--- src/pkg/nim_consts.vh ---
// constants for the nested interrupt mapper and external sense front end
`ifndef NIM_CONSTS_VH
`define NIM_CONSTS_VH

// register indices (printed offsets), byte address is four times these
`define NIM_IDX_PRIO0      8'h24
`define NIM_IDX_PRIO1      8'h25
`define NIM_IDX_PRIO2      8'h26
`define NIM_IDX_PRIO3      8'h27
`define NIM_IDX_EXTCTL     8'h28
// own registers
`define NIM_IDX_CPUCTL     8'h29
`define NIM_IDX_STATUS     8'h2A
`define NIM_IDX_VECTOR     8'h2B

// reset values
`define NIM_PRIO_RESET     8'hFF
`define NIM_EXTCTL_RESET   8'h00
`define NIM_PRIO3_FIXED    4'hF

// ext_irq_control field positions
`define NIM_B_SENSE_HI     7
`define NIM_B_SENSE_LO     6
`define NIM_B_POL          5
`define NIM_A_SENSE_HI     4
`define NIM_A_SENSE_LO     3
`define NIM_A_POL          2
`define NIM_TOP_EDGE       1
`define NIM_TOP_EN         0

// two-bit level codes
`define NIM_LVL0           2'b10
`define NIM_LVL1           2'b01
`define NIM_LVL2           2'b00
`define NIM_LVL3           2'b11

// sensitivity codes
`define NIM_SENSE_FALL_LOW 2'b00
`define NIM_SENSE_RISE     2'b01
`define NIM_SENSE_FALL     2'b10
`define NIM_SENSE_BOTH     2'b11

// vectors
`define NIM_VEC_RESET      16'hFFFE
`define NIM_VEC_TRAP       16'hFFFC
`define NIM_VEC_TOP        16'hFFFA
`define NIM_NUM_SRC        14
`define NIM_SRC_TOP        4'h0
`define NIM_SRC_UNUSED     4'h6
`define NIM_SRC_SYNC_SER   7
`define NIM_SRC_ART        13
`define NIM_SRC_NONE       4'hF

`endif

--- src/rtl/nim_top.v ---
// nested interrupt mapper with external sense front end and APB slave
//
// Chosen here: the APB register port.
`timescale 1ns/10ps
`include "nim_consts.vh"
module nim_top #(
  parameter NPER = 8
) (
  // clock and reset
  input  wire        CLK,
  input  wire        RSTN,
  // apb slave
  input  wire        PSEL,
  input  wire        PENABLE,
  input  wire        PWRITE,
  input  wire [11:0] PADDR,
  input  wire [31:0] PWDATA,
  output wire        PREADY,
  output reg  [31:0] PRDATA,
  output wire        PSLVERR,
  // pins
  input  wire        TOP_PIN,
  input  wire [3:0]  PORTA_PINS,
  input  wire [2:0]  PORTF_PINS,
  input  wire [7:0]  PORTB_PINS,
  // pin selection from the port blocks
  input  wire [3:0]  PORTA_SEL,
  input  wire [2:0]  PORTF_SEL,
  input  wire [7:0]  PORTB_SEL,
  // peripheral requests, bit n = source n, same clock domain
  input  wire [13:0] PERIPH_REQ,
  input  wire        SYNC_SER_SLAVE,
  input  wire        ART_EXT_CLOCK,
  input  wire        HALTED,
  // cpu side
  input  wire        TRAP_REQ,
  input  wire        ACK,
  input  wire [3:0]  ACK_SRC,
  output reg         IRQ,
  output reg  [3:0]  IRQ_SRC,
  output reg  [15:0] IRQ_VECTOR,
  output reg  [1:0]  IRQ_LEVEL,
  output reg         WAKE
);

  ////////////////////////////////////////////////////////////////////////
  // reset release and pin synchronisation

  reg        rst_meta;
  reg        rst_n;
  wire       top_s;
  wire [3:0] pa_s;
  wire [2:0] pf_s;
  wire [7:0] pb_s;

  always @(posedge CLK or negedge RSTN) begin
    if (!RSTN) begin
      rst_meta <= 1'b0;
      rst_n    <= 1'b0;
    end else begin
      rst_meta <= 1'b1;
      rst_n    <= rst_meta;
    end
  end

  nim_sync2 #(.W(16)) u_sync (
    .clk   (CLK),
    .rst_n (rst_n),
    .din   ({TOP_PIN, PORTA_PINS, PORTF_PINS, PORTB_PINS}),
    .dout  ({top_s, pa_s, pf_s, pb_s})
  );

  ////////////////////////////////////////////////////////////////////////
  // functions

  // larger value means higher level; maps the odd two-bit encoding
  function [1:0] lvl_rank;
    input [1:0] code;
    begin
      case (code)
        `NIM_LVL0: lvl_rank = 2'd0;
        `NIM_LVL1: lvl_rank = 2'd1;
        `NIM_LVL2: lvl_rank = 2'd2;
        default:   lvl_rank = 2'd3;
      endcase
    end
  endfunction

  // keep each pair whose new value is the level-0 code
  function [7:0] prio_merge;
    input [7:0] old_v;
    input [7:0] new_v;
    integer k;
    begin
      prio_merge = new_v;
      for (k = 0; k < 4; k = k + 1) begin
        if (new_v[2*k+1 -: 2] == `NIM_LVL0)
          prio_merge[2*k+1 -: 2] = old_v[2*k+1 -: 2];
      end
    end
  endfunction

  ////////////////////////////////////////////////////////////////////////
  // registers

  reg  [7:0]  prio0;
  reg  [7:0]  prio1;
  reg  [7:0]  prio2;
  reg  [3:0]  prio3;
  reg  [7:0]  ext_ctl;
  reg  [1:0]  cur_level;
  reg  [13:0] per_en;
  reg         top_latched;
  reg         top_q;
  reg         clear_ext;
  wire [7:0]  idx;
  wire        wr;
  wire        at_lvl3;
  wire [7:0]  next_ext_ctl;
  wire [27:0] prio_all;
  wire [7:0]  prio3_merged;

  assign idx     = PADDR[9:2];
  assign wr      = PSEL & PENABLE & PWRITE;
  assign PREADY  = 1'b1;
  assign PSLVERR = 1'b0;
  assign at_lvl3 = (cur_level == `NIM_LVL3);
  assign prio_all = {prio3, prio2, prio1, prio0};
  // upper pairs forced to ones so only the two live pairs can be refused
  assign prio3_merged = prio_merge({`NIM_PRIO3_FIXED, prio3},
                                   {`NIM_PRIO3_FIXED, PWDATA[3:0]});

  // sense and polarity bits frozen outside level 3; edge select frozen
  // while the top pin is enabled; enable always free
  assign next_ext_ctl = {
    at_lvl3 ? PWDATA[`NIM_B_SENSE_HI:`NIM_A_POL]
            : ext_ctl[`NIM_B_SENSE_HI:`NIM_A_POL],
    ext_ctl[`NIM_TOP_EN] ? ext_ctl[`NIM_TOP_EDGE]
                         : PWDATA[`NIM_TOP_EDGE],
    PWDATA[`NIM_TOP_EN]};

  always @(posedge CLK or negedge rst_n) begin
    if (!rst_n) begin
      prio0     <= `NIM_PRIO_RESET;
      prio1     <= `NIM_PRIO_RESET;
      prio2     <= `NIM_PRIO_RESET;
      prio3     <= `NIM_PRIO3_FIXED;
      ext_ctl   <= `NIM_EXTCTL_RESET;
      cur_level <= `NIM_LVL3;
      per_en    <= 14'h0000;
      clear_ext <= 1'b0;
    end else begin
      clear_ext <= 1'b0;
      if (wr) begin
        case (idx)
          `NIM_IDX_PRIO0: prio0 <= prio_merge(prio0, PWDATA[7:0]);
          `NIM_IDX_PRIO1: prio1 <= prio_merge(prio1, PWDATA[7:0]);
          `NIM_IDX_PRIO2: prio2 <= prio_merge(prio2, PWDATA[7:0]);
          `NIM_IDX_PRIO3: prio3 <= prio3_merged[3:0];
          `NIM_IDX_EXTCTL: begin
            ext_ctl <= next_ext_ctl;
            if (next_ext_ctl[`NIM_B_SENSE_HI:`NIM_A_POL] !=
                ext_ctl[`NIM_B_SENSE_HI:`NIM_A_POL])
              clear_ext <= 1'b1;
          end
          `NIM_IDX_CPUCTL: begin
            cur_level <= PWDATA[1:0];
            per_en    <= PWDATA[29:16];
          end
          default: ;
        endcase
      end else if (ACK) begin
        // entering a routine raises the level to that source's own
        cur_level <= IRQ_LEVEL;
      end
    end
  end

  ////////////////////////////////////////////////////////////////////////
  // top-level pin and external lines

  wire       top_sel_edge;
  wire [3:0] ext_req;

  assign top_sel_edge = ext_ctl[`NIM_TOP_EDGE] ? (top_s & ~top_q)
                                               : (~top_s & top_q);

  // the enable does not gate the edge detector, so clearing it can leave
  // a stale latched request behind; accepted as documented
  always @(posedge CLK or negedge rst_n) begin
    if (!rst_n) begin
      top_q       <= 1'b1;
      top_latched <= 1'b0;
    end else begin
      top_q <= top_s;
      if (top_sel_edge && ext_ctl[`NIM_TOP_EN])
        top_latched <= 1'b1;
      else if (ACK && ACK_SRC == `NIM_SRC_TOP)
        top_latched <= 1'b0;
    end
  end

  // four lines; pair order gives source numbers 2..5
  nim_ext_line #(.PINS(4)) u_line_a (
    .clk     (CLK),
    .rst_n   (rst_n),
    .pins    (pa_s),
    .pin_sel (PORTA_SEL),
    .sense   (ext_ctl[`NIM_A_SENSE_HI:`NIM_A_SENSE_LO]),
    .invert  (ext_ctl[`NIM_A_POL]),
    .clear   (clear_ext),
    .ack     (ACK && ACK_SRC == 4'h2),
    .req     (ext_req[0])
  );

  nim_ext_line #(.PINS(3)) u_line_f (
    .clk     (CLK),
    .rst_n   (rst_n),
    .pins    (pf_s),
    .pin_sel (PORTF_SEL),
    .sense   (ext_ctl[`NIM_A_SENSE_HI:`NIM_A_SENSE_LO]),
    .invert  (1'b0),
    .clear   (clear_ext),
    .ack     (ACK && ACK_SRC == 4'h3),
    .req     (ext_req[1])
  );

  nim_ext_line #(.PINS(4)) u_line_bl (
    .clk     (CLK),
    .rst_n   (rst_n),
    .pins    (pb_s[3:0]),
    .pin_sel (PORTB_SEL[3:0]),
    .sense   (ext_ctl[`NIM_B_SENSE_HI:`NIM_B_SENSE_LO]),
    .invert  (ext_ctl[`NIM_B_POL]),
    .clear   (clear_ext),
    .ack     (ACK && ACK_SRC == 4'h4),
    .req     (ext_req[2])
  );

  nim_ext_line #(.PINS(4)) u_line_bh (
    .clk     (CLK),
    .rst_n   (rst_n),
    .pins    (pb_s[7:4]),
    .pin_sel (PORTB_SEL[7:4]),
    .sense   (ext_ctl[`NIM_B_SENSE_HI:`NIM_B_SENSE_LO]),
    .invert  (1'b0),
    .clear   (clear_ext),
    .ack     (ACK && ACK_SRC == 4'h5),
    .req     (ext_req[3])
  );

  ////////////////////////////////////////////////////////////////////////
  // arbitration

  wire [13:0] pend;
  wire [13:0] wake_cap;
  reg  [13:0] eligible;
  reg  [3:0]  win;
  reg  [3:0]  wake_win;
  reg         found;
  reg         wfound;
  reg  [1:0]  win_lvl;
  integer     s;

  assign pend = {PERIPH_REQ[13:7] & per_en[13:7], 1'b0, ext_req,
                 PERIPH_REQ[1] & per_en[1], top_latched};

  // slot 6 unused, trap/timers/serial/detector/bus never wake
  assign wake_cap = {ART_EXT_CLOCK, 5'b00000, SYNC_SER_SLAVE,
                     7'b0111111};

  always @* begin
    eligible = 14'h0000;
    win      = `NIM_SRC_NONE;
    wake_win = `NIM_SRC_NONE;
    found    = 1'b0;
    wfound   = 1'b0;
    win_lvl  = 2'd0;
    // top pin ignores the current level, others must exceed it
    for (s = 0; s < `NIM_NUM_SRC; s = s + 1) begin
      eligible[s] = pend[s] && ((s == 0) ||
        (lvl_rank(prio_all[2*s+1 -: 2]) > lvl_rank(cur_level)));
    end
    // scan high to low so the lowest number of the highest level is left holding
    for (s = `NIM_NUM_SRC - 1; s >= 0; s = s - 1) begin
      if (eligible[s] && (s == 0 ||
          lvl_rank(prio_all[2*s+1 -: 2]) >= win_lvl || !found)) begin
        found   = 1'b1;
        win     = s[3:0];
        win_lvl = (s == 0) ? 2'd3 : lvl_rank(prio_all[2*s+1 -: 2]);
      end
      if (pend[s] && wake_cap[s]) begin
        wfound   = 1'b1;
        wake_win = s[3:0];
      end
    end
    // leaving halt, the first served must be a wake-capable source
    if (HALTED) begin
      found = wfound && eligible[wake_win];
      win   = wake_win;
    end
  end

  always @(posedge CLK or negedge rst_n) begin
    if (!rst_n) begin
      IRQ        <= 1'b0;
      IRQ_SRC    <= `NIM_SRC_NONE;
      IRQ_VECTOR <= `NIM_VEC_RESET;
      IRQ_LEVEL  <= `NIM_LVL3;
      WAKE       <= 1'b0;
    end else begin
      WAKE <= wfound;
      if (TRAP_REQ && !(found && win == `NIM_SRC_TOP)) begin
        IRQ        <= 1'b1;
        IRQ_SRC    <= `NIM_SRC_NONE;
        IRQ_VECTOR <= `NIM_VEC_TRAP;
        IRQ_LEVEL  <= `NIM_LVL3;
      end else begin
        IRQ        <= found && !ACK;
        IRQ_SRC    <= found ? win : `NIM_SRC_NONE;
        IRQ_VECTOR <= `NIM_VEC_TOP - {11'h000, win, 1'b0};
        IRQ_LEVEL  <= (!found || win == `NIM_SRC_TOP) ? `NIM_LVL3
                                                      : prio_all[2*win+1 -: 2];
      end
    end
  end

  ////////////////////////////////////////////////////////////////////////
  // read mux

  always @* begin
    PRDATA = 32'h00000000;
    case (idx)
      `NIM_IDX_PRIO0:  PRDATA[7:0] = prio0;
      `NIM_IDX_PRIO1:  PRDATA[7:0] = prio1;
      `NIM_IDX_PRIO2:  PRDATA[7:0] = prio2;
      `NIM_IDX_PRIO3:  PRDATA[7:0] = {4'hF, prio3};
      `NIM_IDX_EXTCTL: PRDATA[7:0] = ext_ctl;
      `NIM_IDX_CPUCTL: PRDATA = {2'b00, per_en, 14'h0000, cur_level};
      `NIM_IDX_STATUS: PRDATA = {16'h0000, 2'b00, pend};
      `NIM_IDX_VECTOR: PRDATA = {IRQ, 7'h00, 4'h0, IRQ_SRC, IRQ_VECTOR};
      default:         PRDATA = 32'h00000000;
    endcase
  end
endmodule

--- src/rtl/nim_sync2.v ---
// two flip-flop synchroniser for a bus of pin levels
`timescale 1ns/10ps
module nim_sync2 #(
  parameter W = 1
) (
  // clock and reset
  input  wire         clk,
  input  wire         rst_n,
  // data
  input  wire [W-1:0] din,
  output reg  [W-1:0] dout
);
  reg [W-1:0] stage1;

  always @(posedge clk or negedge rst_n) begin
    if (!rst_n) begin
      stage1 <= {W{1'b0}};
      dout   <= {W{1'b0}};
    end else begin
      stage1 <= din;
      dout   <= stage1;
    end
  end
endmodule

--- src/rtl/nim_ext_line.v ---
// one external line: OR of group pins, edge/level sense, latched request
`timescale 1ns/10ps
`include "nim_consts.vh"
module nim_ext_line #(
  parameter PINS = 4
) (
  // clock and reset
  input  wire            clk,
  input  wire            rst_n,
  // synchronised pins and pin selection
  input  wire [PINS-1:0] pins,
  input  wire [PINS-1:0] pin_sel,
  // configuration
  input  wire [1:0]      sense,
  input  wire            invert,
  // request handling
  input  wire            clear,
  input  wire            ack,
  output wire            req
);
  wire any_sel;
  wire line_raw;
  wire line;
  reg  raw_q;
  reg  latched;
  wire rise;
  wire fall;
  reg  hit;
  reg  level_on;

  assign any_sel  = |pin_sel;
  assign line_raw = |(pins & pin_sel);
  // polarity inversion swaps edges and the level, same as inverting the pin;
  // edges come from the raw line so a polarity write is never an edge
  assign line = line_raw ^ invert;
  assign rise = invert ? (~line_raw & raw_q) : (line_raw & ~raw_q);
  assign fall = invert ? (line_raw & ~raw_q) : (~line_raw & raw_q);

  always @* begin
    hit      = 1'b0;
    level_on = 1'b0;
    case (sense)
      `NIM_SENSE_FALL_LOW: begin
        hit      = fall;
        level_on = ~line;
      end
      `NIM_SENSE_RISE: hit = rise;
      `NIM_SENSE_FALL: hit = fall;
      `NIM_SENSE_BOTH: hit = rise | fall;
      default:         hit = 1'b0;
    endcase
  end

  // a group with no pin selected stays quiet, whatever its sense mode
  always @(posedge clk or negedge rst_n) begin
    if (!rst_n) begin
      raw_q   <= 1'b0;
      latched <= 1'b0;
    end else begin
      raw_q <= line_raw;
      if (hit && any_sel)
        latched <= 1'b1;
      else if (clear || ack)
        latched <= 1'b0;
    end
  end

  assign req = latched | (level_on & any_sel);
endmodule

--- config.mk ---
export PLATFORM = sky130hd
export DESIGN_NAME = nim_top
export DESIGN_NICKNAME = d
export VERILOG_FILES = /design/src/rtl/nim_top.v /design/src/rtl/nim_sync2.v /design/src/rtl/nim_ext_line.v
export VERILOG_INCLUDE_DIRS = /design/src /design/src/pkg
export SDC_FILE = /design/constraint.sdc
export NUM_CORES = 1
export LEC_CHECK = 0
export ABC_AREA = 1
export BUFFER_PORTS_ARGS = -buffer_cell sky130_fd_sc_hd__buf_2
export CAP_MARGIN = 20
export CORE_AREA = 3 3 109 190
export CTS_CLUSTER_SIZE = 20
export DETAILED_ROUTE_END_ITERATION = 6
export DIE_AREA = 0 0 112 193
export GPL_ROUTABILITY_DRIVEN = 0
export SKIP_CTS_REPAIR_TIMING = 1
export SLEW_MARGIN = 20
export SYNTH_ARGS = -nofsm -noshare
export SYNTH_HDL_FRONTEND = slang
export SYNTH_HIERARCHICAL = 1
export SYNTH_SLANG_ARGS = --single-unit
export TNS_END_PERCENT = 5
--- constraint.sdc ---
create_clock -name CLK -period 3.9 [get_ports CLK]
set_clock_uncertainty 0.1 [all_clocks]
set_input_delay 0.78 -clock CLK [delete_from_list [all_inputs] [get_ports CLK]]
set_output_delay 0.78 -clock CLK [all_outputs]
set_load 0.005 [all_outputs]
# == After elaboration in Yosys (flattened, before gate mapping) ==
# Index checks and enable logic that the tools add are counted.
# classes
n_addsub,2
n_lt_le_gt_ge,24
n_eq_ne,51
n_shift,1
n_mux,108
bitwise,49
n_reduce_logical,120
# ops
op,n
$mux W4,22
$pmux W2 S3,13
$pmux W24 S3,1
$eq A8 B6 Y1 const B,8
$pmux W8 S8,1
$mux W1,46
$reduce_and A3 Y1,15
$eq A2 B2 Y1 const B,22
$logic_and A1 B1 Y1,39
$mux W2,18
$eq A2 B1 Y1 const B,15
$logic_not A2 Y1,15
$shiftx A29 B7 Y2,1
$gt A2 B2 Y1,12
$reduce_or A4 Y1,6
$ge A2 B2 Y1,11
$and A1 B1 Y1,17
$not A1 Y1,17
$logic_or A1 B1 Y1,16
$mux W16,1
$logic_not A1 Y1,14
$and A4 B4 Y4,3
$pmux W1 S3,4
$reduce_bool A2 Y1,6
other kinds (17),32
# word_totals
ff_bits,121
in_bits,103
wordCells,393

# == Logic depth before layout (Yosys ltp) ==
# logic_depth
word_depth,56
mapped_depth,106
ltp_nobuf,106

# == By module ==
# Netlist, hierarchy kept.
# by_module_without_submodules
mod,n_inst,cells_each,area_each_um2,seq_area_each_um2
nim_top,1,838,6042.0,1804.2
nim_sync2,1,32,800.8,800.8
nim_ext_line at u_line_a ...,3,36,227.7,50.0
nim_ext_line at u_line_f,1,32,188.9,50.0

# == Worst setup path before layout ==
# OpenSTA, ideal clock, no wires.
# synth_path
path_type,register to register
start,register cur_level[1]
end,register IRQ_LEVEL[0]
setup_ps,64
arrival_time_ps,11761
required_time_ps,3736
path_slack_ps,-8025
path_stages_with_launch,94
n_path_buf,0
period_less_slack_ps,11925
cell_sequence,dfstp_2 -> inv_1 -> ha_1 -> or2_2 -> ha_1 -> nand2_1 -> inv_2 -> nor2_2 -> nand2_2 -> nor2_1 -> inv_1 -> ha_1 -> a21oi_1 -> nand2_1 -> nand2_1 -> nand2_1 -> and2_1 -> ha_1 -> [58 not listed] -> nand3b_1 -> nand2_1 -> nand2_1 -> o21ai_0 -> ha_1 -> o21ai_0 -> or3b_2 -> nand2_1 -> inv_1 -> nor3_1 -> nand4_1 -> o21ai_2 -> inv_1 -> nor2_1 -> nand3_1 -> nand2_1 -> nand2_1 -> nand3_1
# synth_via
elab_chain_cells,56
# synth_lines
item,line_no,rtl
"start, declared",nim_top.v:111,reg [1:0] cur_level;
"start signal, assigned",nim_top.v:149,cur_level <= `NIM_LVL3;
"start signal, assigned",nim_top.v:167,cur_level <= PWDATA[1:0];
"$eq A2 B1 Y1, or another cell as far along",-,
$pmux W2 S3 *,nim_top.v:80,case (code)
branches (longest 53 deep; another with $gt A2 B2 Y1),-,
$mux W2 *,nim_top.v:313,if (TRAP_REQ && !(found && win == `NIM_SRC_TOP)) begin
"end signal, assigned",nim_top.v:309,IRQ_LEVEL <= `NIM_LVL3;
"end signal, assigned",nim_top.v:317,IRQ_LEVEL <= `NIM_LVL3;
"end signal, assigned",nim_top.v:322,IRQ_LEVEL <= (!found || win == `NIM_SRC_TOP) ? `NIM_LVL3
"end, declared",nim_top.v:42,"output reg [1:0] IRQ_LEVEL,"
# Mark *: on every way between the ends. The select of a mux whose other input is x is not followed.
# A chain may end at the register's enable or synchronous reset.

# == Worst setup path after layout ==
# Ends and elaborated chain as after synthesis.

==> impl_metrics.ini <==
[sta]
relSlewSlack = 0.340
postLayoutSetupSlackWorst_ns = -7.42
worst_pin_slew_ns = 0.990
max_freq_ghz = 0.0883
hold_viol_final = 0
finalCriticalPeriod_ns = 11.32
period_share = 2.90
rsz0062_at_grt = yes
maxSlewViolCount = 0
finalSetupViolCount = 12

[cells_and_area]
fill_cells = 1831
final_core_util = 0.560
fin_area_um2 = 10800
diodes = 0
syn2layout_area_growth_pct = 39.3
final_nets = 1510
drive_gt1_frac = 0.399

[power]
p_leak_nw = 5.65
p_seq_frac = 0.225
p_int_mw = 3.57
clockPowerShare = 0.152
combPwrFrac = 0.624
switching_power_mw = 2.46
ir_drop_uv = 347
p_per_area_nw_per_um2 = 561
swShare = 0.408

[synthesis]
synth_flop_cell = dfrtp_1
synth_most_common_cell = nand2_1
async_flop_share = 1.00
synth_edf_count = 0
yosysUniqueCellTypes = 52
synth_seq_area_share = 0.364
synth_top_area_share = 0.221
netlist_area_um2 = 7710
synth_area_leaders = dfrtp_1 22%, dfstp_2 14%, ha_1 11%
synth_common_cells = 229 x nand2_1, 151 x inv_1, 100 x nor2_1
ys_seq_elements = 110
synthCells = 1010
avgSynthCellArea_um2 = 7.64
yosysTopAreaCell = dfrtp_1
yosys_warnings = 6

[detailed_routing]
antenna_left = 0
drt_iter0_markers = 511
drc = 0
met3WireLength_mm = 1.19
met2_length_mm = 13.5
highest_layer = met4
detail_route.wl_per_cell_um = 15.9
first_pass_iters = 5
wl_met1_mm = 8.76
via_count = 7936
viasPerCell = 5.01
routed_wl_mm = 25.1

[worst_setup_path]
r2r_end = IRQ_LEVEL[0]$_DFF_PN1_
endpoint_kind = flip-flop
critPathMaxFanout = 5
cp-start-kind = flip-flop
slowest_stage = dfstp_2
critPathRequiredTime_ns = 4.07
slowest_delay_ns = 0.54
setup.worst_path.class = flip-flop to flip-flop
r2r_cells = 92
critPathArrivalTime_ns = 11.50
critPathMostFrequentCell = nand2_2
ff2ff_setup_slack_ns = -7.42
r2r-start = cur_level[1]$_DFFE_PN1P_

[die]
dieArea_um2 = 21600
fp-row-count = 67
die_w_um = 112
die_h_um = 193
io_pins = 161
initial_core_util = 0.402
core_um2 = 19200

[worst_hold_path]
hp-class = input pin to async pin

[placed_design]
dpl.hpwl_mm = 20.6
post_dp_cell_area_um2 = 10000
io_buffers = 126
dp_slack_ns = -7.69

[cts]
clk_path_buf_depth = 2
htree_num_levels = 3
clk_latency_ns = 0.35
cts-root-buf = clkbuf_16
cts.sinks = 110
cts_tree = built
cts_buffers = 9
path_clk_slew_ns = 0.08

[global_routing]
grtUsageTotal = 0.225
grt_pass1_vias = 7907
antenna_found_initial = 0
grt_pass1_wl_mm = 38.3
grt_start_max_net_pins = 81
overflow = 0

[run_status]
violations = negative setup slack
status = finished, violations left

[run]
cap_violations = 0
## routing by layer
layer  up-vias  GRT usage
li1       3893          -
met1      3681      0.225
met2       260      0.440
met3       102     0.0328
met4         0      0.126
met5         -          0
## layout by cell type, fill, tap and decap left out, drive strengths merged, types with 3 or more instances in the layout
master	count
dfstp	42
a221oi	8
or3b	4
o21ai	71
xor2	3
o221ai	3
nor3	9
nand3	60
nand4	10
mux2	4
inv	161
nor2	105
dfrtp	68
o22ai	9
o211ai	4
nand2	271
conb	22
or2	3
o2111ai	5
nand3b	5
a22o	5
ha	70
buf	321
o21bai	3
a21oi	41
clkbuf	11
a211oi	4
## power groups by stage
stage	clock, mW	combinational [mW]	sequential (mW)
2_1_floorplan	0	1.88	1.36
4_1_cts	0.940	3.24	1.36
3_3_place_gp	0	3.19	1.38
5_1_grt	0.975	4.17	1.37
6_report	0.914	3.76	1.36
3_5_place_dp	0	3.22	1.38
## how the worst max path moves through the flow
stage                              from                endpoint
5_1_grt        cur_level[1]$_DFFE_PN1P_  IRQ_LEVEL[1]$_DFF_PN1_
3_5_place_dp       prio3[3]$_DFFE_PN1P_  IRQ_LEVEL[0]$_DFF_PN1_
2_1_floorplan  cur_level[1]$_DFFE_PN1P_  IRQ_LEVEL[0]$_DFF_PN1_
6_report       cur_level[1]$_DFFE_PN1P_  IRQ_LEVEL[0]$_DFF_PN1_
4_1_cts            prio3[3]$_DFFE_PN1P_  IRQ_LEVEL[0]$_DFF_PN1_
3_3_place_gp       prio3[3]$_DFFE_PN1P_  IRQ_LEVEL[0]$_DFF_PN1_
## cells by family (layout without fill, tap and decap cells)
family                     Yosys count  count (layout)  share of synthesized area
other                                2              22                   0.000973
and+or+nand+nor                    474             474                      0.287
buffers and inverters              185             497                      0.101
adders and majority gates           70              70                      0.114
AOI/OAI and AO/OA                  159             159                      0.122
muxes                                5               5                    0.00714
xor gates and xnor gates             5               5                    0.00568
DFF                                110             110                      0.364
## flip-flops by register name, indices dropped and copies added (netlist names), 2 cells and up
name,cells
IRQ_LEVEL,2
u_sync/dout,16
cur_level,2
prio2,8
prio3,4
per_en,14
IRQ_SRC,4
prio0,8
prio1,8
ext_ctl,8
IRQ_VECTOR,5
u_sync/stage1,16
## area by class of cell
cell class	instances	area, um2	share of cell area
flip-flops and latches	110	2810	0.261
clock buffers	11	243	0.0226
inverters	160	609	0.0567
well taps	241	302	0.0280
clock inverters	5	52.6	0.00489
repair buffers	321	2130	0.198
multi-input cells	735	4610	0.429
## critical path: cells and delay by family (launching register included)
kind	cells	cell delay [ns]
DFF	1	0.54
AOI/OAI and AO/OA	19	2.04
buffers and inverters	11	0.73
adders and majority gates	13	3.16
and+or+nand+nor	49	4.61
## metrics by stage
| step | cells | hold WS, ns | total power [mW] | TNS (ns) |
|---|---|---|---|---|
| after floorplan | 1030 | 0.231 | 3.23 | -77.01 |
| after global placement | 1554 | 0.233 | 4.57 | -79.82 |
| after detailed placement | 1554 | 0.236 | 4.60 | -83.48 |
| after CTS | 1570 | 0.0834 | 5.54 | -83.79 |
| after global routing | 1583 | 0.0824 | 6.51 | -89.89 |
| final | 1583 | 0.0936 | 6.03 | -80.15 |
No activity file was read; power rests on OpenSTA's default activity.
